`src/core/wdrs_pkg.sv`:
```
// Shared constants and types of the watchdog and reset cause block
package wdrs_pkg;
  // Register byte offsets
  localparam logic [7:0] WDRS_CTRL_OFF = 8'h60;
  localparam logic [7:0] WDRS_CAUSE_OFF = 8'h54;
  // Control field reset values
  localparam logic WDRS_WDE_RST = 1'b0;
  localparam logic [3:0] WDRS_PER_RST = 4'h0;
  // Unlock window length in system clock cycles
  localparam logic [2:0] WDRS_UNLOCK_CYCLES = 3'h4;
  localparam logic [2:0] WDRS_UNLOCK_LAST = 3'h1;
  // Shortest period is two to this power oscillator cycles
  localparam int WDRS_BASE_SHIFT = 11;
  localparam int WDRS_CNT_W = 20;
  // Highest defined period code; codes above it are reserved
  localparam logic [3:0] WDRS_PER_MAX = 4'h9;
  // Index of each pin input inside the synchroniser vector
  localparam int WDRS_SYNC_W = 5;
  localparam int WDRS_S_OSC = 0;
  localparam int WDRS_S_PIN = 1;
  localparam int WDRS_S_BOR = 2;
  localparam int WDRS_S_SCAN = 3;
  localparam int WDRS_S_FUSE = 4;

  // Control and status register layout, bit 7 first
  typedef struct packed {
    logic irq_flag;
    logic irq_en;
    logic per_hi;
    logic unlock;
    logic dog_sysreset_enable;
    logic [2:0] per_lo;
  } wdrs_ctrl_t;

  // Reset cause register layout, bit 7 first
  typedef struct packed {
    logic [2:0] pad;
    logic scan;
    logic dog;
    logic brown;
    logic pin;
    logic poweron;
  } wdrs_cause_t;

  // Register port request
  typedef struct packed {
    logic [7:0] addr;
    logic [7:0] wdata;
    logic wr;
    logic rd;
  } wdrs_bus_t;

  // Control value after reset; a system reset keeps the reset enable
  localparam wdrs_ctrl_t WDRS_CTRL_RST = '{irq_flag: 1'b0, irq_en: 1'b0,
    per_hi: WDRS_PER_RST[3], unlock: 1'b0, dog_sysreset_enable: WDRS_WDE_RST, per_lo: WDRS_PER_RST[2:0]};
  // Cause value after power-on
  localparam wdrs_cause_t WDRS_CAUSE_POR = '{pad: 3'h0, scan: 1'b0, dog: 1'b0,
    brown: 1'b0, pin: 1'b0, poweron: 1'b1};
endpackage : wdrs_pkg

```
`src/core/wdrs_top.sv`:
```
// Watchdog timer with protected set-up and reset cause status register
// What this block does
// - Scan reset sets its cause flag
// - Watchdog reset sets its cause flag
// - Brown-out reset sets its cause flag
// - Pin reset sets its cause flag
// - Power-on flag cleared only by software
// - Interrupt-mode time-out sets interrupt flag
// - Vector or written one clears flag
// - Interrupt needs flag, enable, global enable
// - Enable bits and fuse select mode
// - Combined mode vector clears enable, flag
// - Unserviced second time-out resets system
// - Unlock bit self-clears four cycles later
// - Clearing reset enable, period need unlock
// - Reset cause flag holds reset enable
// - Period is 2048 cycles doubling per code
// - Counter counts synchronised slow oscillator edges
// - Restart clears counter
// - Reset pulse lasts one system cycle
// - Fuse locks enable one, interrupt zero
//
// Local design decision: the address-and-strobe port.
`timescale 1ns/100ps
module wdrs_top (
  input wire logic clk,
  input wire logic rst,
  input wire logic ce,
  input wire wdrs_pkg::wdrs_bus_t bus,
  output logic [7:0] rdata,
  input wire logic dog_osc_in,
  input wire logic pin_reset_in,
  input wire logic brownout_in,
  input wire logic scan_reset_in,
  input wire logic dog_always_on_fuse,
  input wire logic dog_restart,
  input wire logic cpu_global_irq_enable,
  input wire logic dog_vector_ack,
  output logic dog_irq,
  output logic dog_sysreset_pulse
);
  import wdrs_pkg::*;

  // Time-out limit for a period code; reserved codes use the longest period
  function automatic logic [WDRS_CNT_W-1:0] wdrs_limit(input logic [3:0] code);
    logic [3:0] c;
    c = (code > WDRS_PER_MAX) ? WDRS_PER_MAX : code;
    return WDRS_CNT_W'((64'h1 << (WDRS_BASE_SHIFT + int'(c))) - 64'h1);
  endfunction : wdrs_limit

  // Synchroniser stages and filtered levels of the pin inputs
  logic [WDRS_SYNC_W-1:0] s1_reg;
  logic [WDRS_SYNC_W-1:0] s2_reg;
  logic [WDRS_SYNC_W-1:0] s3_reg;
  logic [WDRS_SYNC_W-1:0] filt_reg;
  logic [WDRS_SYNC_W-1:0] filt_next;
  logic [WDRS_SYNC_W-1:0] agree;
  // Control, cause, counters
  wdrs_ctrl_t ctrl_reg;
  wdrs_ctrl_t ctrl_next;
  wdrs_cause_t cause_reg;
  wdrs_cause_t cause_next;
  logic [WDRS_CNT_W-1:0] cnt_reg;
  logic [WDRS_CNT_W-1:0] cnt_next;
  logic [2:0] unl_cnt_reg;
  logic [2:0] unl_cnt_next;
  // Output flops
  logic [7:0] rdata_reg;
  logic [7:0] rdata_next;
  logic irq_reg;
  logic irq_next;
  logic pulse_reg;

  // Decoded bus accesses
  wire logic wr_ctrl = bus.wr && (bus.addr == WDRS_CTRL_OFF);
  wire logic wr_cause = bus.wr && (bus.addr == WDRS_CAUSE_OFF);
  wire logic rd_ctrl = bus.rd && (bus.addr == WDRS_CTRL_OFF);
  wire logic rd_cause = bus.rd && (bus.addr == WDRS_CAUSE_OFF);
  wire wdrs_ctrl_t wd = wdrs_ctrl_t'(bus.wdata);

  // Filtered pin levels
  wire logic fuse = filt_reg[WDRS_S_FUSE];
  wire logic pin_rst = filt_reg[WDRS_S_PIN];
  wire logic bor_rst = filt_reg[WDRS_S_BOR];
  wire logic scan_rst = filt_reg[WDRS_S_SCAN];

  // A level change counts once stages two and three agree
  assign agree = ~(s2_reg ^ s3_reg);
  assign filt_next = (agree & s3_reg) | (~agree & filt_reg);
  // One tick per rising edge of the watchdog oscillator
  wire logic tick = filt_next[WDRS_S_OSC] && !filt_reg[WDRS_S_OSC];

  // Effective mode bits; the fuse forces reset-only mode
  wire logic wde_eff = ctrl_reg.dog_sysreset_enable || cause_reg.dog || fuse;
  wire logic ie_eff = ctrl_reg.irq_en && !fuse;
  wire logic active = wde_eff || ie_eff;
  wire logic [3:0] per_cur = {ctrl_reg.per_hi, ctrl_reg.per_lo};

  // Time-out detection and its outcome
  wire logic hit = tick && active && (cnt_reg == wdrs_limit(per_cur));
  wire logic irq_set = hit && ie_eff && !(wde_eff && ctrl_reg.irq_flag);
  wire logic dog_rst = hit && wde_eff && (!ie_eff || ctrl_reg.irq_flag);
  wire logic sys_evt = dog_rst || pin_rst || bor_rst || scan_rst;

  // Protected write handling
  wire logic unlocked = ctrl_reg.unlock;
  wire logic unlock_start = wr_ctrl && wd.unlock && wd.dog_sysreset_enable;
  wire logic unlock_end = unlocked && (unl_cnt_reg == WDRS_UNLOCK_LAST);
  wire logic wde_wr = unlocked ? wd.dog_sysreset_enable : (ctrl_reg.dog_sysreset_enable || wd.dog_sysreset_enable);
  wire logic [3:0] per_wr = unlocked ? {wd.per_hi, wd.per_lo} : per_cur;

  // Next control value
  always_comb begin
    ctrl_next = ctrl_reg;
    // Flag: set wins over write-one and vector clears
    ctrl_next.irq_flag = irq_set ||
      (ctrl_reg.irq_flag && !(wr_ctrl && wd.irq_flag) && !dog_vector_ack);
    if (wr_ctrl) begin
      // Software write of enable, reset enable and period
      ctrl_next.irq_en = wd.irq_en;
      ctrl_next.dog_sysreset_enable = wde_wr;
      ctrl_next.per_hi = per_wr[3];
      ctrl_next.per_lo = per_wr[2:0];
    end else if (dog_vector_ack && wde_eff) begin
      // Combined mode drops to reset-only when serviced
      ctrl_next.irq_en = 1'b0;
    end
    // Unlock window opens on write, closes on use or expiry
    if (unlock_start) begin
      ctrl_next.unlock = 1'b1;
    end else if (wr_ctrl || unlock_end) begin
      ctrl_next.unlock = 1'b0;
    end
    // Reset enable stays set while the cause flag or fuse holds it
    ctrl_next.dog_sysreset_enable = ctrl_next.dog_sysreset_enable || cause_reg.dog || fuse;
    if (sys_evt) begin
      // Any system reset returns set-up to defaults, keeping reset enable
      ctrl_next = WDRS_CTRL_RST;
      ctrl_next.dog_sysreset_enable = ctrl_reg.dog_sysreset_enable || dog_rst || fuse;
    end
  end

  // Unlock window counter
  always_comb begin
    unl_cnt_next = unl_cnt_reg;
    if (unlock_start) begin
      unl_cnt_next = WDRS_UNLOCK_CYCLES;
    end else if (unlocked && unl_cnt_reg != 3'h0) begin
      unl_cnt_next = unl_cnt_reg - 3'h1;
    end
  end

  // Next cause flags: hardware set wins over software zero
  always_comb begin
    cause_next = cause_reg;
    if (wr_cause) begin
      cause_next = cause_reg & wdrs_cause_t'(bus.wdata);
    end
    cause_next.scan = cause_next.scan || scan_rst;
    cause_next.dog = cause_next.dog || dog_rst;
    cause_next.brown = cause_next.brown || bor_rst;
    cause_next.pin = cause_next.pin || pin_rst;
    cause_next.pad = 3'h0;
  end

  // Watchdog counter
  always_comb begin
    cnt_next = cnt_reg;
    if (dog_restart || hit || sys_evt) begin
      cnt_next = '0;
    end else if (tick && active) begin
      cnt_next = cnt_reg + WDRS_CNT_W'(1);
    end
  end

  // Read data and interrupt request
  assign rdata_next = rd_ctrl ? {ctrl_reg.irq_flag, ie_eff, ctrl_reg.per_hi, ctrl_reg.unlock,
                      wde_eff, ctrl_reg.per_lo} : (rd_cause ? 8'(cause_reg) : 8'h00);
  assign irq_next = ctrl_next.irq_flag && ctrl_next.irq_en && !fuse
                    && cpu_global_irq_enable;

  // Pin synchronisers
  always_ff @(posedge clk) begin
    if (rst) begin
      s1_reg <= '0;
      s2_reg <= '0;
      s3_reg <= '0;
      filt_reg <= '0;
    end else if (ce) begin
      s1_reg <= {dog_always_on_fuse, scan_reset_in, brownout_in, pin_reset_in, dog_osc_in};
      s2_reg <= s1_reg;
      s3_reg <= s2_reg;
      filt_reg <= filt_next;
    end
  end

  // Control and counter state; power-on sets only the power-on flag
  always_ff @(posedge clk) begin
    if (rst) begin
      ctrl_reg <= WDRS_CTRL_RST;
      cause_reg <= WDRS_CAUSE_POR;
      cnt_reg <= '0;
      unl_cnt_reg <= 3'h0;
    end else if (ce) begin
      ctrl_reg <= ctrl_next;
      cause_reg <= cause_next;
      cnt_reg <= cnt_next;
      unl_cnt_reg <= unl_cnt_next;
    end
  end

  // Output flops
  always_ff @(posedge clk) begin
    if (rst) begin
      rdata_reg <= 8'h00;
      irq_reg <= 1'b0;
      pulse_reg <= 1'b0;
    end else if (ce) begin
      rdata_reg <= rdata_next;
      irq_reg <= irq_next;
      pulse_reg <= dog_rst;
    end
  end

  assign rdata = rdata_reg;
  assign dog_irq = irq_reg;
  assign dog_sysreset_pulse = pulse_reg;
endmodule : wdrs_top

```
`config.mk`:
```
export PLATFORM = sky130hd
export DESIGN_NAME = wdrs_top
export DESIGN_NICKNAME = d
export VERILOG_FILES = /design/src/core/wdrs_pkg.sv /design/src/core/wdrs_top.sv
export SDC_FILE = /design/constraint.sdc
export NUM_CORES = 1
export LEC_CHECK = 0
export BUFFER_PORTS_ARGS = -buffer_cell sky130_fd_sc_hd__buf_2
export CAP_MARGIN = 20
export CORE_ASPECT_RATIO = 1.4
export CORE_MARGIN = 4
export CORE_UTILIZATION = 53
export DETAILED_ROUTE_END_ITERATION = 10
export GPL_ROUTABILITY_DRIVEN = 0
export PLACE_DENSITY = 0.72
export SYNTH_ARGS = -nofsm -noshare
export SYNTH_HDL_FRONTEND = slang
export SYNTH_SLANG_ARGS = --single-unit
```
`constraint.sdc`:
```
create_clock -name clk -period 4.47 [get_ports clk]
set_input_delay 0.2235 -clock clk [delete_from_list [all_inputs] [get_ports clk]]
set_output_delay 0.2235 -clock clk [all_outputs]
set_load 0.02 [all_outputs]
```
* Word-level counts from Yosys, hierarchy flattened
Index checks and enable logic that the tools add are counted.
Word-level totals: register bits 66, input bits 29, output and inout port bits 10, logic and storage cells 115
Cells by class: add/subtract/negate cells 4, order comparisons 1, equal/unequal tests 4, shift-type cells 1, multiplexer cells 17, bitwise logic cells 7, reductions and logical operators 61
Operators by type and width (count):
- $mux W20 | 2
- $logic_and A1 B1 Y1 | 24
- $add A20 B1 Y20 const B | 1
- $eq A20 B20 Y1 | 1
- $logic_or A1 B1 Y1 | 20
- $shl A1 B5 Y20 const A | 1
- $sub A20 B1 Y20 const B | 1
- $eq A8 B7 Y1 const B | 2
- $mux W8 | 2
- $and A5 B5 Y5 | 3
- $mux W4 | 3
- $mux W5 | 2
- $not A5 Y5 | 2
- $reduce_and A2 Y1 | 4
- $reduce_bool A2 Y1 | 4
- $logic_not A1 Y1 | 6
- $mux W1 | 6
- $mux W3 | 2
- $reduce_bool A3 Y1 | 2
- $add A4 B4 Y5 const A | 1
- $or A5 B5 Y5 | 1
- $xor A5 B5 Y5 | 1
- $gt A4 B4 Y1 const B | 1
- $eq A3 B1 Y1 const B | 1
- 2 further kinds | 2

* Depth between registers and ports, before layout
depth in word-level cells 17, depth in mapped cells 19, gate-level depth less buffers 14

* Worst setup path before layout
OpenSTA, ideal clock, no wires.
kind register to register, start point register ctrl_reg[1] (netlist name), end point register cnt_reg[11], library setup time 0.132 ns, arrival 4.082 ns, required time 4.338 ns, slack 0.256 ns, cell stages (with the launch flop) 19, buffers on the path 5, clock period less this slack 4.214 ns, cells stage by stage dfxtp_1 -> clkbuf_1 -> clkbuf_1 -> nor2_1 -> nand2_1 -> ha_1 -> buf_6 -> or4b_1 -> buf_2 -> or2_2 -> ha_1 -> o21ai_1 -> o22ai_1 -> a221o_1 -> nor4_2 -> nand4_1 -> a21oi_4 -> buf_6 -> nor3_1
Between the ends: cells in the longest elaborated chain, start to end 15, elaborated cells between the ends (all ways) 17, classes of those cells add/sub: 2; order compare: 1; eq/ne: 1; shift: 1; mux: 2; reduce/logical: 10
Ends and longest elaborated chain:
- start, declared | line wdrs_top.sv:59 | wdrs_ctrl_t ctrl_reg;
- start signal, assigned | line wdrs_top.sv:205 | ctrl_reg <= ctrl_next;
- $gt A4 B4 Y1 | line wdrs_top.sv:47 | c = (code > WDRS_PER_MAX) ? WDRS_PER_MAX : code;
- $mux W4 * | line wdrs_top.sv:47
- $add A4 B4 Y5 * | line wdrs_top.sv:48 | return WDRS_CNT_W'((64'h1 << (WDRS_BASE_SHIFT + int'(c))) - 64'h1);
- $shl A1 B5 Y20 * | line wdrs_top.sv:48
- $sub A20 B1 Y20 * | line wdrs_top.sv:48
- $eq A20 B20 Y1 * | line wdrs_top.sv:100 | wire logic hit = tick && active && (cnt_reg == wdrs_limit(per_cur));
- $logic_and A1 B1 Y1 * | line wdrs_top.sv:100
- $logic_and A1 B1 Y1 (2 in series) | line wdrs_top.sv:102 | wire logic dog_rst = hit && wde_eff && (!ie_eff || ctrl_reg.irq_flag);
- $logic_or A1 B1 Y1 (3 in series) | line wdrs_top.sv:103 | wire logic sys_evt = dog_rst || pin_rst || bor_rst || scan_rst;
- $logic_or A1 B1 Y1 * | line wdrs_top.sv:169 | if (dog_restart || hit || sys_evt) begin
- $reduce_bool A2 Y1 (no source line)
- $reduce_and A2 Y1 (no source line)
- end signal, assigned | line wdrs_top.sv:207 | cnt_reg <= cnt_next;
- end, declared | line wdrs_top.sv:63 | logic [WDRS_CNT_W-1:0] cnt_reg;
Mark *: on every way between the ends. The rest lies on a longest branch, timed or not. A chain may end at the register's enable or synchronous reset.

* Final worst setup path
start point register ctrl_reg[5] (netlist name), end point register ctrl_reg[3] (netlist name)
Between the ends: cells in the longest elaborated chain, start to end 13, elaborated cells between the ends (all ways) 15, classes of those cells add/sub: 2; order compare: 1; eq/ne: 1; shift: 1; mux: 2; reduce/logical: 8
Ends and longest elaborated chain:
- $gt A4 B4 Y1 | line wdrs_top.sv:47
- $mux W4 * | line wdrs_top.sv:47
- $add A4 B4 Y5 * | line wdrs_top.sv:48
- $shl A1 B5 Y20 * | line wdrs_top.sv:48
- $sub A20 B1 Y20 * | line wdrs_top.sv:48
- $eq A20 B20 Y1 * | line wdrs_top.sv:100
- $logic_and A1 B1 Y1 * | line wdrs_top.sv:100
- $logic_and A1 B1 Y1 * (2 in series) | line wdrs_top.sv:102
- $logic_or A1 B1 Y1 (3 in series) | line wdrs_top.sv:103
- $mux W8 * | line wdrs_top.sv:136 | if (sys_evt) begin
Marked as above.

==> summary.md <==
| Metric | Value |
|---|---|
| Synth area leader | `dfxtp_1` |
| Die X | `78.8 µm` |
| Fin area | `4150 µm²` |
| Bufs on Longest Clock Path | `2` |
| Status | `complete, no violations` |
| Final hold vios | `0` |
| Worst min path class | `input port to flop` |
| CP arrival | `about 4.3 ns` |
| Syn Nets | `503` |
| RSZ-0062 raised after global routing | `false` |
| Share of cells above drive strength 1 | `0.139` |
| DR pass1 iterations | `5` |
| Type of origin of the critical path | `flop` |
| Kind of critical path | `flop to flop` |
| CTS buffer count | `9` |
| H-tree depth | `3` |
| Fmax | `0.247 GHz` |
| Final min period | `4.05 ns` |
| Synth top area cells | `dfxtp_1 (35%), nor3_1 (4.8%), nor2_1 (4.5%), nand2_1 (4.2%), a21oi_1 (4.0%)` |
| CTS Root Cell | `clkbuf_8` |
| Share of the synthesized area in the top cell type | `0.355` |
| Antenna-violating nets left | `0` |
| # clock sinks | `66` |
| Period utilization | `0.906` |
| Multiplexer area fraction after synthesis | `0.0376` |
| Worst Setup End Kind | `flop` |
| Core area | `6700 µm²` |
| Synth-to-Final Area Change | `11.5%` |
| VDD IR max | `0.251 mV` |
| Post-synthesis xor/xnor area fraction | `0.0803` |
| Yosys cell types | `63` |
| Die height | `107 µm` |
| Synthesized area | `3720 µm²` |
| Pre-CTS setup slack | `0.227 ns` |
| DRC | `0` |
| Worst hold slack | `around 0.10 ns` |
| Register area share after synthesis | `0.355` |
| Adder-Cell Fraction of Synth Area | `0.0229` |
| Leak | `1.59 nW` |
| Ys Warns | `0` |
| Cells after Synth | `between 400 and 500` |
| Largest family of logic cells by synthesized area | `simple AND/OR/NAND/NOR gates` |
| Max Slew Vio Count | `0` |
| Via/cell ratio | `approximately 6` |
| Setup Skew | `0.00864 ns` |
| Synth Register Bits | `66` |
| CP Data Required Time | `4.74 ns` |
| Slew @ Worst Pin | `0.894 ns` |
| Setup TNS | `0 ns` |
| CTS Hold Bufs | `0` |
| Clock-pin transition on the worst setup and hold timing paths | `0.07 ns` |
| Final worst slack | `0.420 ns` |
| Headroom to the max-slew limit | `0.399` |
| Syn Area/Cell | `7.95 µm²` |
| Max FFs per register | `20` |
| Simple-gate area share of the yosys netlist | `0.270` |
| WL/cell | `15.6 µm` |
| Vias in the first global route | `3265` |
| DP HPWL | `6.57 mm` |
| Largest net degree at the start of global routing | `44` |
| Die ar. | `8450 µm²` |
| EDFF count, synth | `0` |
| Nets | `between 500 and 600` |
| Placed instance area | `slightly below 4000 µm²` |
| ANT cells | `0` |
| First-pass GRT wire length | `15.1 mm` |
| Remaining Overflow, GRT | `0` |
| Top Ports | `39` |
| Compound-Gate Fraction of Synth Area | `0.181` |
| Async set or reset register ratio after synthesis | `0` |
| DRT Wirelength | `9.21 mm` |
| CP max FO | `16` |
| Cell Rows | `35` |
| Most frequent cells in the layout | `dfxtp_1 (65), nor2_1 (45), nand2_1 (42), buf_2 (38), nor3_1 (36)` |
| Commonest non-fill, non-tap cell in the layout | `dfxtp_1` |
| Clock latency reported for the late side of the worst-skew pair | `0.35 ns` |
| Pwr dens | `280 nW/µm²` |
| CTS tree | `yes` |
| Buffers added on ports | `38` |
| Gr usage total | `0.226` |
| First DRT Iteration DRCs | `374` |
| # setup viols final | `0` |
| Antenna violations before repair | `0` |
| # Max-Cap Violations | `0` |
| Starting Density | `0.556` |
| DR vias | `3519` |
| Top_reg_cell synth | `dfxtp_1` |
## through the flow
| stage | power [W] | cells | util |
|---|---|---|---|
| after floorplan | 0.000657 | 468 | - |
| after global placement | 0.000681 | 573 | 0.588 |
| after detailed placement | 0.000682 | 573 | 0.588 |
| after CTS | 0.00117 | 589 | 0.616 |
| after global routing | 0.00120 | 590 | 0.619 |
| final | 0.00116 | 590 | 0.619 |
## report_power, final
| part | internal [W] | switching, W | leakage [nW] |
|---|---|---|---|
| registers | 0.000595 | 0.00000474 | 0.535 |
| clock network | 0.000256 | 0.000234 | 0.0893 |
| logic | 0.0000277 | 0.0000425 | 0.971 |
## worst max-delay path, cell delays in order, from the launching register on
cell	delay (ns)
dfxtp_2	0.47
nor2b_1	0.10
ha_1	0.32
or4b_1	0.61
or2_2	0.33
ha_1	0.29
o21ai_1	0.25
o22ai_1	0.12
a221o_1	0.31
nor4_2	0.39
nand4_1	0.32
and4b_1	0.28
nor3_1	0.15
## worst paths after layout
path                                 start                       end  slack [ns]  cells past startpoint
setup / recovery  ctrl_reg[5]$_SDFFE_PP0P_  ctrl_reg[3]$_SDFFE_PP0P_        0.42                     12
hold / removal                      bus[7]  ctrl_reg[5]$_SDFFE_PP0P_        0.10                      3
hold reg to reg     s3_reg[1]$_SDFFE_PP0P_                      flop        0.46                      2
setup reg to reg  ctrl_reg[5]$_SDFFE_PP0P_  ctrl_reg[3]$_SDFFE_PP0P_        0.42                     12
## cell families (layout without fill, tap and decap cells)
kind of cell / count (synthesis) / in the layout
and+or+nand+nor: 199 / 199
AOI/OAI and AO/OA: 103 / 103
DFF: 66 / 66
buffers and inverters: 48 / 78
xor gates and xnor gates: 31 / 31
muxes: 14 / 14
adders and majority gates: 7 / 7
## cell usage after synthesis (all sizes together) (11+ instances only)
cell type	instances
clkbuf	21
nor2	45
xnor2	17
buf	11
inv	16
nand4	14
nand3	15
o21ai	24
nor3	36
dfxtp	66
a21oi	31
xor2	12
nand2	42
mux2i	14
## routing by layer
metal | global-route usage | part of all wire | vias up
met3 | 0.0445 | 0.046 | 25
met1 | 0.259 | 0.40 | 1653
met2 | 0.397 | 0.52 | 109
met5 | 0 | 0 | -
met4 | 0.109 | 0.031 | 0
li1 | - | - | 1732
## layout make-up
| cell class | count | area (µm²) |
|---|---|---|
| clock buffer | 11 | 131 |
| timing repair buffer | 46 | 263 |
| clock inverter | 5 | 55.1 |
| fill | 598 | 2550 |
| multi-input combinational | 354 | 2200 |
| inverter | 16 | 60.1 |
| tap | 92 | 115 |
| sequential | 66 | 1320 |
## timing repair
item,CTS,global route
buffers inserted,0,1
endpoints found under the setup margin,0,23
gates resized for setup,0,1
No activity file was read; power rests on OpenSTA's default activity.
